## src/flash_host_pkg.sv

```systemverilog
// Constants and types shared by the flash host controller files.
// Behaviour
// - Chip erase: write 30H then D0H
// - Poll status 70H until ready before program/erase
// - Program: 40H or 10H, then data, same address
// - Write FFH before reading array again
// - Suspend: write B0H, poll until ready
// - While suspended read array, resume with D0H
// - Issue array-read after any program or erase; the sequencer goes back to idle, and array-read needs an OP_READ request
// - Writes happen only with both enables low
`default_nettype none
package flash_host_pkg;

    // ----------------------------------------------------------------
    // Flash command codes
    // ----------------------------------------------------------------
    localparam logic [7:0] CMD_CHIP_ERASE = 8'h30;
    localparam logic [7:0] CMD_CONFIRM = 8'hD0;
    localparam logic [7:0] CMD_READ_STATUS = 8'h70;
    localparam logic [7:0] CMD_PROGRAM = 8'h40;
    localparam logic [7:0] CMD_PROGRAM_ALT = 8'h10;
    localparam logic [7:0] CMD_READ_ARRAY = 8'hFF;
    localparam logic [7:0] CMD_SUSPEND = 8'hB0;
    localparam logic [7:0] CMD_CLEAR_STATUS = 8'h50;

    // ----------------------------------------------------------------
    // Flash status byte bits
    // ----------------------------------------------------------------
    localparam int BIT_READY = 7;
    localparam int BIT_ERASE_SUSP = 6;
    localparam int BIT_ERASE_ERR = 5;
    localparam int BIT_WRITE_ERR = 4;
    localparam int BIT_SUPPLY_ERR = 3;
    localparam int BIT_WRITE_SUSP = 2;
    localparam int BIT_PROTECT = 1;

    // ----------------------------------------------------------------
    // Controller registers (byte addresses) and fields
    // ----------------------------------------------------------------
    localparam logic [7:0] REG_CTRL = 8'h00;
    localparam logic [7:0] REG_ADDR = 8'h04;
    localparam logic [7:0] REG_DATA = 8'h08;
    localparam logic [7:0] REG_STATUS = 8'h0C;
    localparam logic [7:0] REG_RDATA = 8'h10;
    localparam int OP_W = 3;
    localparam int CTRL_ALT = 3;
    localparam int CTRL_PDOWN = 4;
    localparam int ST_BUSY = 8;
    localparam int ST_DONE = 9;
    localparam int ST_SEQERR = 10;
    localparam int ST_STS = 11;
    localparam int ST_PDOWN = 12;

    typedef enum logic [OP_W-1:0] {
        OP_NONE = 3'h0,
        OP_ERASE = 3'h1,
        OP_PROGRAM = 3'h2,
        OP_SUSPEND = 3'h3,
        OP_RESUME = 3'h4,
        OP_READ = 3'h5,
        OP_STATUS = 3'h6,
        OP_CLEAR = 3'h7
    } op_t;

    typedef enum logic [2:0] {
        S_IDLE = 3'b000,
        S_PRE_CMD = 3'b001,
        S_PRE_RD = 3'b010,
        S_CMD1 = 3'b011,
        S_CMD2 = 3'b100,
        S_POLL = 3'b101,
        S_ARRAY_RD = 3'b110
    } seq_state_t;

    typedef enum logic [1:0] {
        PH_IDLE = 2'b00,
        PH_ACT = 2'b01,
        PH_HOLD = 2'b10
    } phase_t;

    // ----------------------------------------------------------------
    // Bus cycle timing
    // ----------------------------------------------------------------
    localparam int CLK_MHZ = 125;
    localparam int T_WE_PULSE_NS = 100;
    localparam int T_RECOVER_NS = 30;
    localparam int T_READ_ACCESS_NS = 120;
    localparam int SYNC_STAGES = 2;

    function automatic int ns_to_cyc_up(int ns);
        int c;
        c = (ns * CLK_MHZ + 999) / 1000;
        return (c < 1) ? 1 : c;
    endfunction : ns_to_cyc_up

    localparam int WE_PULSE_CYC = ns_to_cyc_up(T_WE_PULSE_NS);
    localparam int RECOVER_CYC = ns_to_cyc_up(T_RECOVER_NS);
    localparam int READ_CYC = ns_to_cyc_up(T_READ_ACCESS_NS) + SYNC_STAGES;

    function automatic logic [31:0] merge(logic [31:0] old, logic [31:0] nw, logic [3:0] sel);
        logic [31:0] r;
        r = old;
        for (int i = 0; i < 4; i++) begin
            if (sel[i]) begin
                r[i*8 +: 8] = nw[i*8 +: 8];
            end
        end
        return r;
    endfunction : merge

endpackage : flash_host_pkg
`default_nettype wire

```

## src/flash_cycle_if.sv

```systemverilog
// Request channel between the command sequencer and the bus cycle engine.
`timescale 1ns/1ns
`default_nettype none
interface flash_cycle_if #(parameter int AW = 21, parameter int DW = 16) ();
    logic req;
    logic wr;
    logic [AW-1:0] addr;
    logic [DW-1:0] wdata;
    logic done;
    logic busy;
    logic [DW-1:0] rdata;
    modport master(output req, output wr, output addr, output wdata, input done, input busy, input rdata);
    modport engine(input req, input wr, input addr, input wdata, output done, output busy, output rdata);
endinterface : flash_cycle_if
`default_nettype wire

```

## src/flash_bus_cycle.sv

```systemverilog
// Single flash read or write cycle on the parallel pins.
`timescale 1ns/1ns
`default_nettype none
module flash_bus_cycle import flash_host_pkg::*; #(
    parameter int AW = 21,
    parameter int DW = 16
) (
    // Clock and reset
    input wire logic mclk,
    input wire logic reset,
    // Request channel
    flash_cycle_if.engine cyc,
    // Flash pins
    input wire logic [DW-1:0] dq_in,
    output logic [AW-1:0] pin_addr,
    output logic [DW-1:0] pin_dq_out,
    output logic pin_dq_oe,
    output logic pin_ce_n,
    output logic pin_we_n,
    output logic pin_oe_n
);

    typedef struct packed {
        phase_t ph;
        logic [7:0] cnt;
        logic wr;
        logic done;
        logic [AW-1:0] addr;
        logic [DW-1:0] dq_out;
        logic dq_oe;
        logic ce_n;
        logic we_n;
        logic oe_n;
        logic [DW-1:0] dq_s1;
        logic [DW-1:0] dq_s2;
        logic [DW-1:0] rdata;
    } eng_t;

    eng_t q;
    eng_t d;

    // ----------------------------------------------------------------
    // Cycle sequencing
    // ----------------------------------------------------------------
    always_comb begin
        d = q;
        d.done = 1'b0;
        d.dq_s1 = dq_in;
        d.dq_s2 = q.dq_s1;
        case (q.ph)
            PH_IDLE: begin
                // Done still high means the master has not yet dropped req
                if (cyc.req && !q.done) begin
                    d.ph = PH_ACT;
                    d.cnt = 8'h00;
                    d.wr = cyc.wr;
                    d.addr = cyc.addr;
                    d.dq_out = cyc.wdata;
                    d.dq_oe = cyc.wr;
                    d.ce_n = 1'b0;
                    d.we_n = !cyc.wr;
                    d.oe_n = cyc.wr;
                end
            end
            PH_ACT: begin
                d.cnt = q.cnt + 8'h01;
                if (q.wr && q.cnt == 8'(WE_PULSE_CYC - 1)) begin
                    // Both enables rise together; data stays driven through hold
                    d.we_n = 1'b1;
                    d.ce_n = 1'b1;
                    d.ph = PH_HOLD;
                    d.cnt = 8'h00;
                end else if (!q.wr && q.cnt == 8'(READ_CYC - 1)) begin
                    d.rdata = q.dq_s2;
                    d.ce_n = 1'b1;
                    d.oe_n = 1'b1;
                    d.ph = PH_HOLD;
                    d.cnt = 8'h00;
                end
            end
            PH_HOLD: begin
                d.cnt = q.cnt + 8'h01;
                if (q.cnt == 8'(RECOVER_CYC - 1)) begin
                    d.dq_oe = 1'b0;
                    d.done = 1'b1;
                    d.ph = PH_IDLE;
                end
            end
            default: begin
                d.ph = PH_IDLE;
            end
        endcase
    end

    always_ff @(posedge mclk) begin
        if (reset) begin
            q <= '0;
            q.ce_n <= 1'b1;
            q.we_n <= 1'b1;
            q.oe_n <= 1'b1;
        end else begin
            q <= d;
        end
    end

    assign cyc.done = q.done;
    assign cyc.busy = (q.ph != PH_IDLE) || q.done;
    assign cyc.rdata = q.rdata;
    assign pin_addr = q.addr;
    assign pin_dq_out = q.dq_out;
    assign pin_dq_oe = q.dq_oe;
    assign pin_ce_n = q.ce_n;
    assign pin_we_n = q.we_n;
    assign pin_oe_n = q.oe_n;
endmodule : flash_bus_cycle
`default_nettype wire

```

## src/flash_host_ctrl.sv

```systemverilog
// Wishbone controlled command sequencer driving a parallel flash.
`timescale 1ns/1ns
`default_nettype none
module flash_host_ctrl import flash_host_pkg::*; #(
    parameter int ADDR_W = 21,
    parameter int DATA_W = 16
) (
    // Clock and reset
    input wire logic mclk,
    input wire logic reset,
    // Wishbone slave
    input wire logic wb_cyc_i,
    input wire logic wb_stb_i,
    input wire logic wb_we_i,
    input wire logic [7:0] wb_adr_i,
    input wire logic [3:0] wb_sel_i,
    input wire logic [31:0] wb_dat_i,
    output logic [31:0] wb_dat_o,
    output logic wb_ack_o,
    // Flash pins
    output logic [ADDR_W-1:0] flash_addr,
    input wire logic [DATA_W-1:0] flash_dq_in,
    output logic [DATA_W-1:0] flash_dq_out,
    output logic flash_dq_oe,
    output logic flash_ce_n,
    output logic flash_we_n,
    output logic flash_oe_n,
    output logic flash_rpd_n,
    input wire logic flash_sts
);

    typedef struct packed {
        seq_state_t st;
        seq_state_t after;
        op_t op;
        logic once;
        logic [DATA_W-1:0] c1;
        logic [DATA_W-1:0] c2;
        logic [ADDR_W-1:0] addr;
        logic [DATA_W-1:0] data;
        logic alt;
        logic pdown;
        logic rpd_n;
        logic req;
        logic wr;
        logic [ADDR_W-1:0] req_addr;
        logic [DATA_W-1:0] req_wdata;
        logic [7:0] status;
        logic [DATA_W-1:0] rdata;
        logic done_flag;
        logic sts_s1;
        logic sts_s2;
        logic ack;
        logic [31:0] rdat;
    } seq_t;

    seq_t q;
    seq_t d;
    logic acc;
    logic [31:0] wm;
    logic rd_ready;
    logic [7:0] req_cmd;

    flash_cycle_if #(.AW(ADDR_W), .DW(DATA_W)) cyc ();

    function automatic logic [DATA_W-1:0] cmd_word(logic [7:0] c);
        return {{(DATA_W-8){1'b0}}, c};
    endfunction : cmd_word

    function automatic seq_t launch(seq_t s, logic w, logic [ADDR_W-1:0] a, logic [DATA_W-1:0] v);
        s.req = 1'b1;
        s.wr = w;
        s.req_addr = a;
        s.req_wdata = v;
        return s;
    endfunction : launch

    // ----------------------------------------------------------------
    // Register access and command sequencing
    // ----------------------------------------------------------------
    always_comb begin
        d = q;
        acc = wb_cyc_i && wb_stb_i && !q.ack;
        wm = 32'h0000_0000;
        d.ack = acc;
        d.sts_s1 = flash_sts;
        d.sts_s2 = q.sts_s1;
        d.rpd_n = !q.pdown;
        if (acc && !wb_we_i) begin
            d.rdat = 32'h0000_0000;
            case (wb_adr_i)
                REG_CTRL: begin
                    d.rdat[CTRL_ALT] = q.alt;
                    d.rdat[CTRL_PDOWN] = q.pdown;
                end
                REG_ADDR: d.rdat = 32'(q.addr);
                REG_DATA: d.rdat = 32'(q.data);
                REG_STATUS: begin
                    d.rdat[7:0] = q.status;
                    d.rdat[ST_BUSY] = q.st != S_IDLE;
                    d.rdat[ST_DONE] = q.done_flag;
                    d.rdat[ST_SEQERR] = q.status[BIT_WRITE_ERR] && q.status[BIT_ERASE_ERR];
                    d.rdat[ST_STS] = q.sts_s2;
                    d.rdat[ST_PDOWN] = q.pdown;
                end
                REG_RDATA: d.rdat = 32'(q.rdata);
                default: d.rdat = 32'h0000_0000;
            endcase
        end
        if (acc && wb_we_i) begin
            case (wb_adr_i)
                REG_CTRL: begin
                    wm = merge(32'h0000_0000, wb_dat_i, wb_sel_i);
                    d.alt = wm[CTRL_ALT];
                    d.pdown = wm[CTRL_PDOWN];
                    // Ops are dropped while busy, powered down or a stray cycle drains
                    if (q.st == S_IDLE && !wm[CTRL_PDOWN] && q.rpd_n && !cyc.busy) begin
                        d.op = op_t'(wm[OP_W-1:0]);
                        d.once = 1'b0;
                        d.after = S_POLL;
                        d.c1 = cmd_word(CMD_CHIP_ERASE);
                        d.c2 = cmd_word(CMD_CONFIRM);
                        case (op_t'(wm[OP_W-1:0]))
                            OP_ERASE: d.st = S_PRE_CMD;
                            OP_PROGRAM: begin
                                d.c1 = cmd_word(wm[CTRL_ALT] ? CMD_PROGRAM_ALT : CMD_PROGRAM);
                                d.c2 = q.data;
                                d.st = S_PRE_CMD;
                            end
                            OP_SUSPEND: begin
                                d.c2 = cmd_word(CMD_SUSPEND);
                                d.st = S_CMD2;
                            end
                            OP_RESUME: begin
                                d.after = S_IDLE;
                                d.st = S_CMD2;
                            end
                            OP_READ: begin
                                d.c2 = cmd_word(CMD_READ_ARRAY);
                                d.after = S_ARRAY_RD;
                                d.st = S_CMD2;
                            end
                            OP_STATUS: begin
                                d.c2 = cmd_word(CMD_READ_STATUS);
                                d.once = 1'b1;
                                d.st = S_CMD2;
                            end
                            OP_CLEAR: begin
                                d.c2 = cmd_word(CMD_CLEAR_STATUS);
                                d.after = S_IDLE;
                                d.st = S_CMD2;
                            end
                            default: d.st = S_IDLE;
                        endcase
                    end
                end
                REG_ADDR: begin
                    wm = merge(32'(q.addr), wb_dat_i, wb_sel_i);
                    d.addr = wm[ADDR_W-1:0];
                end
                REG_DATA: begin
                    wm = merge(32'(q.data), wb_dat_i, wb_sel_i);
                    d.data = wm[DATA_W-1:0];
                end
                REG_STATUS: begin
                    if (wb_sel_i[1] && wb_dat_i[ST_DONE]) begin
                        d.done_flag = 1'b0;
                    end
                end
                default: begin
                end
            endcase
        end
        case (q.st)
            S_IDLE: begin
            end
            S_PRE_CMD: begin
                if (!q.req) begin
                    d = launch(d, 1'b1, q.addr, cmd_word(CMD_READ_STATUS));
                end else if (cyc.done) begin
                    d.req = 1'b0;
                    d.st = S_PRE_RD;
                end
            end
            S_PRE_RD: begin
                if (!q.req) begin
                    d = launch(d, 1'b0, q.addr, q.req_wdata);
                end else if (cyc.done) begin
                    d.req = 1'b0;
                    d.status = cyc.rdata[7:0];
                    if (cyc.rdata[BIT_READY]) begin
                        d.st = S_CMD1;
                    end
                end
            end
            S_CMD1: begin
                if (!q.req) begin
                    d = launch(d, 1'b1, q.addr, q.c1);
                end else if (cyc.done) begin
                    d.req = 1'b0;
                    d.st = S_CMD2;
                end
            end
            S_CMD2: begin
                if (!q.req) begin
                    d = launch(d, 1'b1, q.addr, q.c2);
                end else if (cyc.done) begin
                    d.req = 1'b0;
                    d.st = q.after;
                    if (q.after == S_IDLE) begin
                        d.done_flag = 1'b1;
                    end
                end
            end
            S_POLL: begin
                if (!q.req) begin
                    d = launch(d, 1'b0, q.addr, q.req_wdata);
                end else if (cyc.done) begin
                    d.req = 1'b0;
                    d.status = cyc.rdata[7:0];
                    // Poll until ready; a plain status query takes one sample
                    if (cyc.rdata[BIT_READY] || q.once) begin
                        d.st = S_IDLE;
                        d.done_flag = 1'b1;
                    end
                end
            end
            S_ARRAY_RD: begin
                if (!q.req) begin
                    d = launch(d, 1'b0, q.addr, q.req_wdata);
                end else if (cyc.done) begin
                    d.req = 1'b0;
                    d.rdata = cyc.rdata;
                    d.st = S_IDLE;
                    d.done_flag = 1'b1;
                end
            end
            default: d.st = S_IDLE;
        endcase
        // Power-down abandons the sequence; the device ignores the pins anyway
        if (!q.rpd_n) begin
            d.st = S_IDLE;
            d.req = 1'b0;
        end
    end

    always_ff @(posedge mclk) begin
        if (reset) begin
            q <= '0;
        end else begin
            q <= d;
        end
    end

    assign cyc.req = q.req;
    assign cyc.wr = q.wr;
    assign cyc.addr = q.req_addr;
    assign cyc.wdata = q.req_wdata;
    assign wb_dat_o = q.rdat;
    assign wb_ack_o = q.ack;
    assign flash_rpd_n = q.rpd_n;
    assign rd_ready = cyc.rdata[BIT_READY];
    assign req_cmd = q.req_wdata[7:0];

    flash_bus_cycle #(.AW(ADDR_W), .DW(DATA_W)) u_cycle (
        .mclk(mclk),
        .reset(reset),
        .cyc(cyc.engine),
        .dq_in(flash_dq_in),
        .pin_addr(flash_addr),
        .pin_dq_out(flash_dq_out),
        .pin_dq_oe(flash_dq_oe),
        .pin_ce_n(flash_ce_n),
        .pin_we_n(flash_we_n),
        .pin_oe_n(flash_oe_n)
    );
endmodule : flash_host_ctrl
`default_nettype wire

```

## config.mk

```make
export PLATFORM = sky130hd
export DESIGN_NAME = flash_host_ctrl
export DESIGN_NICKNAME = d
export VERILOG_FILES = /design/src/flash_host_pkg.sv /design/src/flash_cycle_if.sv /design/src/flash_bus_cycle.sv /design/src/flash_host_ctrl.sv
export SDC_FILE = /design/constraint.sdc
export NUM_CORES = 1
export LEC_CHECK = 0
export BUFFER_PORTS_ARGS = -buffer_cell sky130_fd_sc_hd__buf_2
export CAP_MARGIN = 5
export CORE_MARGIN = 2
export CORE_UTILIZATION = 35
export DETAILED_ROUTE_END_ITERATION = 10
export GPL_ROUTABILITY_DRIVEN = 0
export GPL_TIMING_DRIVEN = 0
export REMOVE_ABC_BUFFERS = 1
export SETUP_SLACK_MARGIN = 0.4
export SYNTH_ARGS = -nofsm -noshare
export SYNTH_HDL_FRONTEND = slang
export SYNTH_HIERARCHICAL = 1
export SYNTH_SLANG_ARGS = --single-unit
```

## constraint.sdc

```tcl
create_clock -name mclk -period 1.93 [get_ports mclk]
set_clock_uncertainty 0.15 [all_clocks]
set_input_delay 0.2895 -clock mclk [delete_from_list [all_inputs] [get_ports mclk]]
set_output_delay 0.2895 -clock mclk [all_outputs]
set_load 0.05 [all_outputs]
```

==> results of run 1 <==
## registers in the layout, indices dropped and copies added (netlist names)
name	count
cyc.addr	21
u_cycle/pin_ce_n	1
u_cycle/cyc.rdata	16
u_cycle/pin_dq_oe	1
flash_rpd_n	1
u_cycle/q	27
wb_ack_o	1
u_cycle/pin_addr	21
u_cycle/pin_oe_n	1
q	92
cyc.req	1
u_cycle/cyc.done	1
u_cycle/pin_dq_out	16
u_cycle/d	16
u_cycle/pin_we_n	1
wb_dat_o	21
cyc.wr	1
cyc.wdata	16
## power groups by stage
stage               clock [mW]  combinational, mW  sequential, mW
global placement             0              0.392            5.43
detailed placement           0              0.401            5.43
floorplan                    0              0.162            5.44
CTS                       5.15              0.555            5.30
finish                    5.08              0.625            5.30
global route              5.37              0.656            5.30
## placed cells by master, fill, tap and decap left out, types with 10 or more instances in the layout
cell / instances
clkbuf_16: 27
buf_6: 115
buf_4: 59
nor2b_1: 40
inv_1: 12
nand2_1: 139
o22a_1: 10
nand4_1: 15
o21ai_2: 10
nor3_1: 12
nand2_4: 33
conb_1: 11
a21oi_1: 68
nand2_2: 40
a22oi_1: 23
o21ai_1: 16
dlygate4sd3_1: 42
buf_2: 50
mux2i_1: 50
nor2_1: 70
buf_12: 12
nand3_2: 11
dfxtp_1: 204
a21oi_2: 70
dfxtp_2: 40
nand3_1: 16
dfxtp_4: 11
## how the worst min path moves through the flow
stage / start / end / slack (ns) / cells past startpoint
final: reset / wb_dat_o[17]$_SDFFE_PP0P_ / 0.01 / 2
after global routing: reset / wb_dat_o[17]$_SDFFE_PP0P_ / 0.04 / 2
after CTS: reset / wb_dat_o[17]$_SDFFE_PP0P_ / 0.002 / 2
after detailed placement: u_cycle/d[18]$_SDFF_PP0_ / u_cycle/q[18]$_SDFF_PP0_ / 0.28 / 1
after global placement: q[34]$_SDFF_PP0_ / q[33]$_SDFF_PP0_ / 0.28 / 1
after floorplan: reset / flash_rpd_n$_SDFF_PP0_ / 0.21 / 1
## cells by family after synthesis
logic type	Yosys count	share of synthesized area
buffers and inverters	195	0.0998
multiplexers	51	0.0471
adder cells (fa/ha/maj)	6	0.00670
other	1	0.000346
AND/OR/NAND/NOR	471	0.215
XOR/XNOR	1	0.000809
AO/OA/AOI/OAI	280	0.159
flip-flops	255	0.471
## metrics by stage
| step | setup TNS (ns) | total power, mW | util | worst slack [ns] | hold slack (ns) |
|---|---|---|---|---|---|
| floorplan | -26.15 | 5.60 | - | -0.766 | 0.206 |
| global placement | -521.35 | 5.82 | 0.359 | -3.33 | 0.278 |
| CTS | 0 | 11.0 | 0.475 | 0.151 | 0.00215 |
| finish | 0 | 11.0 | 0.520 | 0.0755 | 0.0133 |
| global route | 0 | 11.3 | 0.520 | 0.0448 | 0.0365 |
| detailed placement | -114.96 | 5.83 | 0.361 | -1.07 | 0.276 |
## area by class of cell
class,count,area (sq um),area share
Clock inverter,11,111,0.00703
Inverter,18,82.6,0.00521
Sequential cell,255,5200,0.328
Tap cell,396,495,0.0313
Multi-Input combinational cell,846,6370,0.402
Clock buffer,36,739,0.0467
Timing Repair Buffer,289,2860,0.180
## layer usage
metal  share of wire  wire, microns
met5         0.00035             13
met4           0.053           1960
met3           0.056           2080
met2            0.49          18200
met1            0.40          14800
## worst register-to-register path, stage by stage (launching register included)
cell and delay [ns]:
dfxtp_4 0.35, and4b_2 0.34, nand4_1 0.24, buf_6 0.29, nor4_4 0.29, nor3_1 0.08
## what timing repair did
| item | 4_1_cts | 5_1_grt |
|---|---|---|
| endpoints found under the setup margin | 282 | 263 |
| resized for setup | 335 | 317 |
| pin swaps | 107 | 149 |
| setup buffers | 100 | 23 |
| hold buffers | 42 | 0 |
| hold endpoints to repair | 57 | 0 |
| cloned | 20 | 9 |
==> qor.csv, run 1 <==
metric;value;unit
avgViaCountPerCell;5.35;
initial_utilization;0.355;
tightestPinTransition;0.797;ns
maxCapViolations;0;
grt_max_degree;103;
grt_pass1_vias;9355;
fmaxAchievable;0.539;GHz
path_depth;5;
instances_no_fill;1851;
std_cell_rows;64;
cp-endpoint;q[177]$_SDFFE_PP0P_;
clk_pin_slew;0.06;ns
drtIter0Drc;778;
die_area;32400;sq um
die_h;180;microns
yosysTopAreaCellShare;0.471;
netlist_area;10800;sq um
ys_top_cells_by_area;dfxtp_1 47%, nand2_1 7.3%, a21oi_1 6.4%;
cp-start-kind;register;
post-synth-top-count-cell;dfxtp_1;
worstReg2RegEnd;q[177]$_SDFFE_PP0P_;
firstDrtPassIters;5;
drc;0;
synth_top_area_cell;dfxtp_1;
synth_flop_cell;dfxtp_1;
diodes;0;
place_inst;1610;
ant_nets;0;
r2r-start;wb_ack_o$_SDFF_PP0_;
busiest_layer;met2;
slew_violations;0;
nNetsFinal;1508;
setup_viol;0;
num_io_pins;141;
p_comb_frac;0.057;
path_cells;and4b_2 > nand4_1 > buf_6 > nor4_4 > nor3_1;
p_seq_frac;0.482;
crit_path_end_kind;register;
status;completed;
max-vdd-ir-drop;0.567;mV
grt.overflow.total;0;
dp_hpwl;18000;microns
hp-class;primary input to register;
track_usage;0.203;
critPathLaunch;wb_ack_o$_SDFF_PP0_;
cts_made_buffers;27;
syn_inst;1260;
crit_buf_inv;1;
ys_warn_count;6;
io_buffers;117;
tritoncts;yes;
cts_buffer_depth;3;
place_area;11000;sq um
clockPowerShare;0.461;
crit_family;simple AND/OR/NAND/NOR gates;
rsz0062_at_grt;yes;
power_density;694;nW/um^2
drive_gt1_frac;0.437;
final_area;15900;sq um
ys_seq_area_frac;0.471;
switching_share;0.231;
p_int;8.47;mW
cts_num_sinks;255;
ys_types;71;
r2r_slack;0.08;ns
fill_cells;2603;
critical_path_class;register to register;
arrival;2.12;ns
cts_root_buf;clkbuf_16;
wire_per_inst;20.0;microns
clk_latency;0.54;ns
switchingPower;2.54;mW
grt_use_met2;0.345;
grt_first_pass_wirelength;52900;microns
rr_worst_depth;5;
ctsHtreeMaxLevel;1;
finalCriticalPeriod;1.85;ns
synth_common_cells;255 x dfxtp_1, 212 x nand2_1, 139 x a21oi_1;
cp_max_fo;15;
slowest_delay;0.35;ns
avgSynthCellArea;8.60;sq um
core_area;30500;sq um
leakage;6.22;nW
synth.ff_latch_count;255;
hold_viol;0;
die_width;180;microns
min_period_over_period;0.961;
slew_headroom;0.464;
antenna_found_initial;1;
async_flop_share;0;
vias;9904;
grtUsageMet3;0.0401;
synth-edff-count;0;
use_met1;0.244;
area_delta_synth_final;46.3;%
critPathRequiredTime;2.20;ns
cp_slowest_cell;dfxtp_4;
drt-total-wl;37100;microns
No activity file was read; power rests on OpenSTA's default activity.
==> run 2, diff against run 1 <==
--- a/config.mk
+++ b/config.mk
@@ -12,7 +12,6 @@
 export DETAILED_ROUTE_END_ITERATION = 10
 export GPL_ROUTABILITY_DRIVEN = 0
 export GPL_TIMING_DRIVEN = 0
-export REMOVE_ABC_BUFFERS = 1
 export SETUP_SLACK_MARGIN = 0.4
 export SYNTH_ARGS = -nofsm -noshare
 export SYNTH_HDL_FRONTEND = slang
==> run 2 against run 1 <==
Cell count up 8.4%; sequential power about the same; die area unchanged; hold slack better by 0.049 ns; critical path type unchanged; cell area up 14%; highest routed layer is now met4; clock power up 3%; wire length up 2.3%; first-iteration DRC count down 12%; register-to-register slack about the same; maximum frequency up 0.62%; largest cell class unchanged.
==> qor.csv, run 2 (synthesized netlist as in run 1, its figures left out) <==
metric;value;unit
status;completed;
fin_hold_ws;0.0624;ns
critPathRequiredTime;2.19;ns
max-vdd-ir-drop;0.669;mV
nNetsFinal;1665;
setup_viol;0;
fill_cells;2429;
clk_pin_slew;0.06;ns
hold_viol;0;
cts_root_buf;clkbuf_16;
area_delta_synth_final;67.1;%
clk_latency;0.54;ns
die_width;180;microns
p_seq_frac;0.472;
crit_path_end_kind;register;
hp-class;primary input to register;
cp-start-kind;register;
cp_max_fo;5;
initial_utilization;0.355;
reg_top3;q: 92 flops, u_cycle/q: 27 flops;
num_io_pins;141;
cts_buffer_depth;3;
largest_reg_flops;92;
core_area;30500;sq um
die_h;180;microns
rsz0062_at_grt;yes;
finalCriticalPeriod;1.84;ns
drt-total-wl;37900;microns
switching_share;0.227;
power_density;619;nW/um^2
p_comb_frac;0.061;
final_common_cell;dfxtp_1;
grt.overflow.total;0;
antenna_found_initial;0;
ant_nets;0;
grt_pass1_vias;10000;
firstDrtPassIters;5;
most-common-layout-cells;180 x dfxtp_1, 125 x nand2_1, 115 x buf_4, 104 x buf_6, 98 x a21oi_2;
tightestPinTransition;0.911;ns
die_area;32400;sq um
critical_path_class;register to register;
cts_made_buffers;26;
slowest_delay;0.35;ns
maxCapViolations;0;
min_period_over_period;0.955;
drive_gt1_frac;0.534;
leakage;7.02;nW
diodes;0;
clockPowerShare;0.467;
fmaxAchievable;0.543;GHz
io_buffers;113;
grt_max_degree;14;
r2r_slack;0.09;ns
drtIter0Drc;686;
p_int;8.66;mW
wire_per_inst;18.9;microns
vias;10600;
slew_violations;0;
track_usage;0.212;
std_cell_rows;64;
tritoncts;yes;
switchingPower;2.54;mW
cp_slowest_cell;dfxtp_4;
arrival;2.10;ns
regMostFlops;q;
slew_headroom;0.392;
avgViaCountPerCell;5.26;
dp_hpwl;24100;microns
path_cells;inv_2 > ha_4 > nor4b_4 > buf_6 > o21ai_4 > o211a_1 > a221o_1;
cts_num_sinks;255;
grt_first_pass_wirelength;55200;microns
ctsHtreeMaxLevel;1;
setup_tns;0;ns
drc;0;
run 2: final cells by class:
| cell class | instances | area, sq um | share of cell area |
|---|---|---|---|
| Buffer | 177 | 1740 | 0.0962 |
| Clock buffer | 36 | 759 | 0.0420 |
| Clock inverter | 9 | 120 | 0.00664 |
| Inverter | 18 | 72.6 | 0.00401 |
| Multi-Input combinational cell | 820 | 6550 | 0.362 |
| Sequential cell | 255 | 5250 | 0.290 |
| Tap cell | 396 | 495 | 0.0274 |
| Timing Repair Buffer | 296 | 3110 | 0.172 |
run 2: per-layer routing:
metal	share of wire	track usage	routed length, microns	up-vias
li1	-	-	-	4928
met1	0.41	0.274	15600	5126
met2	0.49	0.357	18600	403
met3	0.056	0.0286	2130	95
met4	0.042	0.0872	1580	0
met5	0	0	0	-
run 2: path summary, 6_finish.rpt:
| kind | start | end | depth (start not counted) |
|---|---|---|---|
| max reg2reg | u_cycle/q[92]$_SDFFE_PP0P_ | u_cycle/q[98]$_SDFFE_PP0P_ | 7 |
| min reg2reg | u_cycle/d[23]$_SDFF_PP0_ | u_cycle/q[23]$_SDFF_PP0_ | 1 |
| min | wb_adr_i[0] | q[35]$_SDFF_PP0_ | 3 |
| max | u_cycle/q[92]$_SDFFE_PP0P_ | u_cycle/q[98]$_SDFFE_PP0P_ | 7 |
run 2: timing repair:
item | CTS | global route
resized for setup | 486 | 430
hold buffers | 37 | 0
setup endpoints to repair | 282 | 282
hold endpoints to repair | 51 | 0
pin swaps | 110 | 135
cloned | 14 | 4
setup buffers | 96 | 32
run 2: power groups by stage:
stage	clock network (mW)	registers [mW]	logic (mW)
3_3_place_gp	0	5.43	0.486
5_1_grt	5.50	5.29	0.717
4_1_cts	5.28	5.30	0.618
6_report	5.23	5.29	0.682
2_1_floorplan	0	5.43	0.302
3_5_place_dp	0	5.43	0.490
run 2: worst max-delay path, delay by kind of cell (launching register included):
family          cells  cell delay (ns)
buf+inv             2             0.24
compound gates      3             0.67
fa+ha+maj           1             0.14
flops               1             0.35
simple gates        1             0.19
run 2: metrics by stage:
stage | area, sq um | util | power [mW] | cells | setup WS, ns
5_1_grt | 18100 | 0.593 | 11.5 | 2007 | 0.0429
2_1_floorplan | 11300 | - | 5.73 | 1270 | -0.130
4_1_cts | 16300 | 0.536 | 11.2 | 1971 | 0.110
3_3_place_gp | 12400 | 0.406 | 5.91 | 1779 | -0.514
3_5_place_dp | 12400 | 0.406 | 5.92 | 1779 | -0.550
6_report | 18100 | 0.593 | 11.2 | 2007 | 0.0869
==> run 3, diff against run 2 <==
==> constraint.sdc (replaced) <==
create_clock -name mclk -period 1.93 [get_ports mclk]
set_clock_uncertainty 0.15 [all_clocks]
set_input_delay 0 -clock mclk [delete_from_list [all_inputs] [get_ports mclk]]
set_output_delay 0 -clock mclk [all_outputs]
set_load 0.05 [all_outputs]
==> run 3 against run 2 <==
Largest cell class unchanged; global-route usage is 0.15 points higher; cell area fell by 4.9%; critical endpoint is now u_cycle/pin_oe_n$_SDFFE_PP1P_; sequential share of layout area increased by 0.87 points; the run now ends with negative hold slack, negative setup slack left; via count up 0.15%.
==> qor.csv, run 3 (synthesized netlist as in run 1, its figures left out) <==
metric;value;unit
min_period_over_period;1.03;
clk_latency;0.56;ns
instances_no_fill;2017;
num_io_pins;141;
fill_cells;2531;
reg_top3;q: 92 flops, u_cycle/q: 27 flops;
core_area;30500;sq um
maxCapViolations;0;
critical_path_class;register to register;
cts_hold_buf;62;
crit_buf_inv;3;
clk_pin_slew;0.07;ns
max-vdd-ir-drop;0.559;mV
switchingPower;2.64;mW
slew_violations;0;
hold_viol;7;
ant_nets;0;
die_width;180;microns
nNetsFinal;1671;
critPathRequiredTime;2.23;ns
area_delta_synth_final;58.9;%
grt_max_degree;14;
slew_headroom;0.364;
ctsHtreeMaxLevel;1;
cts_num_sinks;255;
worstReg2RegEnd;u_cycle/pin_oe_n$_SDFFE_PP1P_;
path_depth;8;
grt_pass1_vias;10100;
violations;negative hold slack, negative setup slack;
worstHoldStart;wb_adr_i[5];
drc;0;
tritoncts;yes;
status;complete, but fails checks;
cts_root_buf;clkbuf_16;
drt-total-wl;38300;microns
regMostFlops;q;
grt_first_pass_wirelength;55700;microns
rr_worst_depth;8;
leakage;6.60;nW
initial_utilization;0.355;
arrival;2.29;ns
rsz0062_at_grt;yes;
r2r_slack;-0.06;ns
cp-start-kind;register;
p_comb_frac;0.063;
firstDrtPassIters;5;
wire_per_inst;19.0;microns
dp_hpwl;23500;microns
cp_max_fo;5;
holdPathStages;5;
std_cell_rows;64;
drive_gt1_frac;0.474;
most-common-layout-cells;242 x dfxtp_1, 147 x buf_4, 127 x nand2_1, 115 x buf_2, 103 x a21oi_2;
setup_viol;8;
final_common_cell;dfxtp_1;
r2r-start;u_cycle/q[92]$_SDFFE_PP0P_;
place_inst;1779;
multi_input_area;6510;sq um
finalCriticalPeriod;1.99;ns
power_density;681;nW/um^2
ff_latch_area;5140;sq um
crit_family;simple AND/OR/NAND/NOR gates;
track_usage;0.214;
fmaxAchievable;0.503;GHz
avgViaCountPerCell;5.24;
fin_ws;-0.0562;ns
largest_reg_flops;92;
die_area;32400;sq um
clockPowerShare;0.484;
grt.overflow.total;0;
slowest_delay;0.36;ns
hp-class;primary input to register;
die_h;180;microns
crit_path_end_kind;register;
cts_buffer_depth;3;
utilization;0.564;
diodes;0;
fin_hold_ws;-0.0976;ns
cp_slowest_cell;dfxtp_4;
p_seq_frac;0.452;
drtIter0Drc;655;
vias;10600;
cts_made_buffers;28;
p_int;9.08;mW
path_cells;inv_4 > ha_4 > nor4b_4 > buf_4 > and3_4 > buf_8 > a2111oi_4 > a31oi_1;
antenna_found_initial;0;
tightestPinTransition;0.953;ns
io_buffers;113;
switching_share;0.226;
min_to;q[35]$_SDFF_PP0_;
run 3: cell types whose count changed in the layout (fill, tap and decap cells not counted), sizes merged:
cell / before / now
buf: 372 / 348
dlygate4sd3: 37 / 60
clkbuf: 100 / 105
bufinv: 3 / 5
dlymetal6s4s: 0 / 2
clkinv: 6 / 7
clkinvlp: 0 / 1
run 3: layer usage:
layer | wire length [microns] | vias to the layer above | track usage
li1 | - | 4958 | -
met1 | 15200 | 5127 | 0.264
met2 | 19500 | 369 | 0.380
met3 | 1900 | 114 | 0.0269
met4 | 1650 | 0 | 0.0780
met5 | 0 | - | 0
run 3: power by group through the flow:
stage	clock (mW)	sequential [mW]	combinational, mW
final	5.68	5.30	0.743
after global routing	5.99	5.30	0.780
after CTS	5.75	5.30	0.665
after detailed placement	0	5.43	0.480
after global placement	0	5.43	0.478
after floorplan	0	5.43	0.295
run 3: worst max path at each step:
stage,startpoint,endpoint,slack [ns]
5_1_grt,u_cycle/q[92]$_SDFFE_PP0P_,u_cycle/pin_oe_n$_SDFFE_PP1P_,-0.11
4_1_cts,u_cycle/q[92]$_SDFFE_PP0P_,u_cycle/q[98]$_SDFFE_PP0P_,0.07
3_5_place_dp,q[178]$_SDFF_PP0_,q[150]$_SDFFE_PP0P_,-0.34
6_report,u_cycle/q[92]$_SDFFE_PP0P_,u_cycle/pin_oe_n$_SDFFE_PP1P_,-0.06
3_3_place_gp,wb_adr_i[3],wb_dat_o[14]$_SDFFE_PP0P_,-0.36
2_1_floorplan,wb_ack_o$_SDFF_PP0_,q[103]$_SDFFE_PP0P_,0.05
run 3: layout make-up:
class,instances,share of cell area
tap,396,0.0288
sequential,255,0.299
multi-input combinational,820,0.378
clock buffer,38,0.0454
clock inverter,13,0.0112
inverter,18,0.00436
timing repair buffer,300,0.147
buffer,177,0.0862
run 3: through the flow:
stage	power (mW)	TNS, ns	cell area [sq um]	worst slack, ns
floorplan	5.73	0	11200	0.0466
global placement	5.90	-20.34	12300	-0.359
detailed placement	5.91	-19.75	12300	-0.342
CTS	11.7	0	15900	0.0686
global route	12.1	-1.65	17200	-0.111
finish	11.7	-0.164	17200	-0.0562
run 3: worst reg2reg max path: stages (launching register included):
cell	delay [ns]
dfxtp_4	0.36
inv_4	0.06
ha_4	0.13
nor4b_4	0.29
buf_4	0.21
and3_4	0.21
buf_8	0.14
a2111oi_4	0.08
a31oi_1	0.26
run 3: timing repair:
| action | CTS | global route |
|---|---|---|
| gates cloned | 19 | 2 |
| resized for setup | 292 | 289 |
| endpoints found under the hold margin | 88 | 3 |
| pin swaps | 182 | 123 |
| setup endpoints to repair | 219 | 221 |
| setup buffers | 72 | 32 |
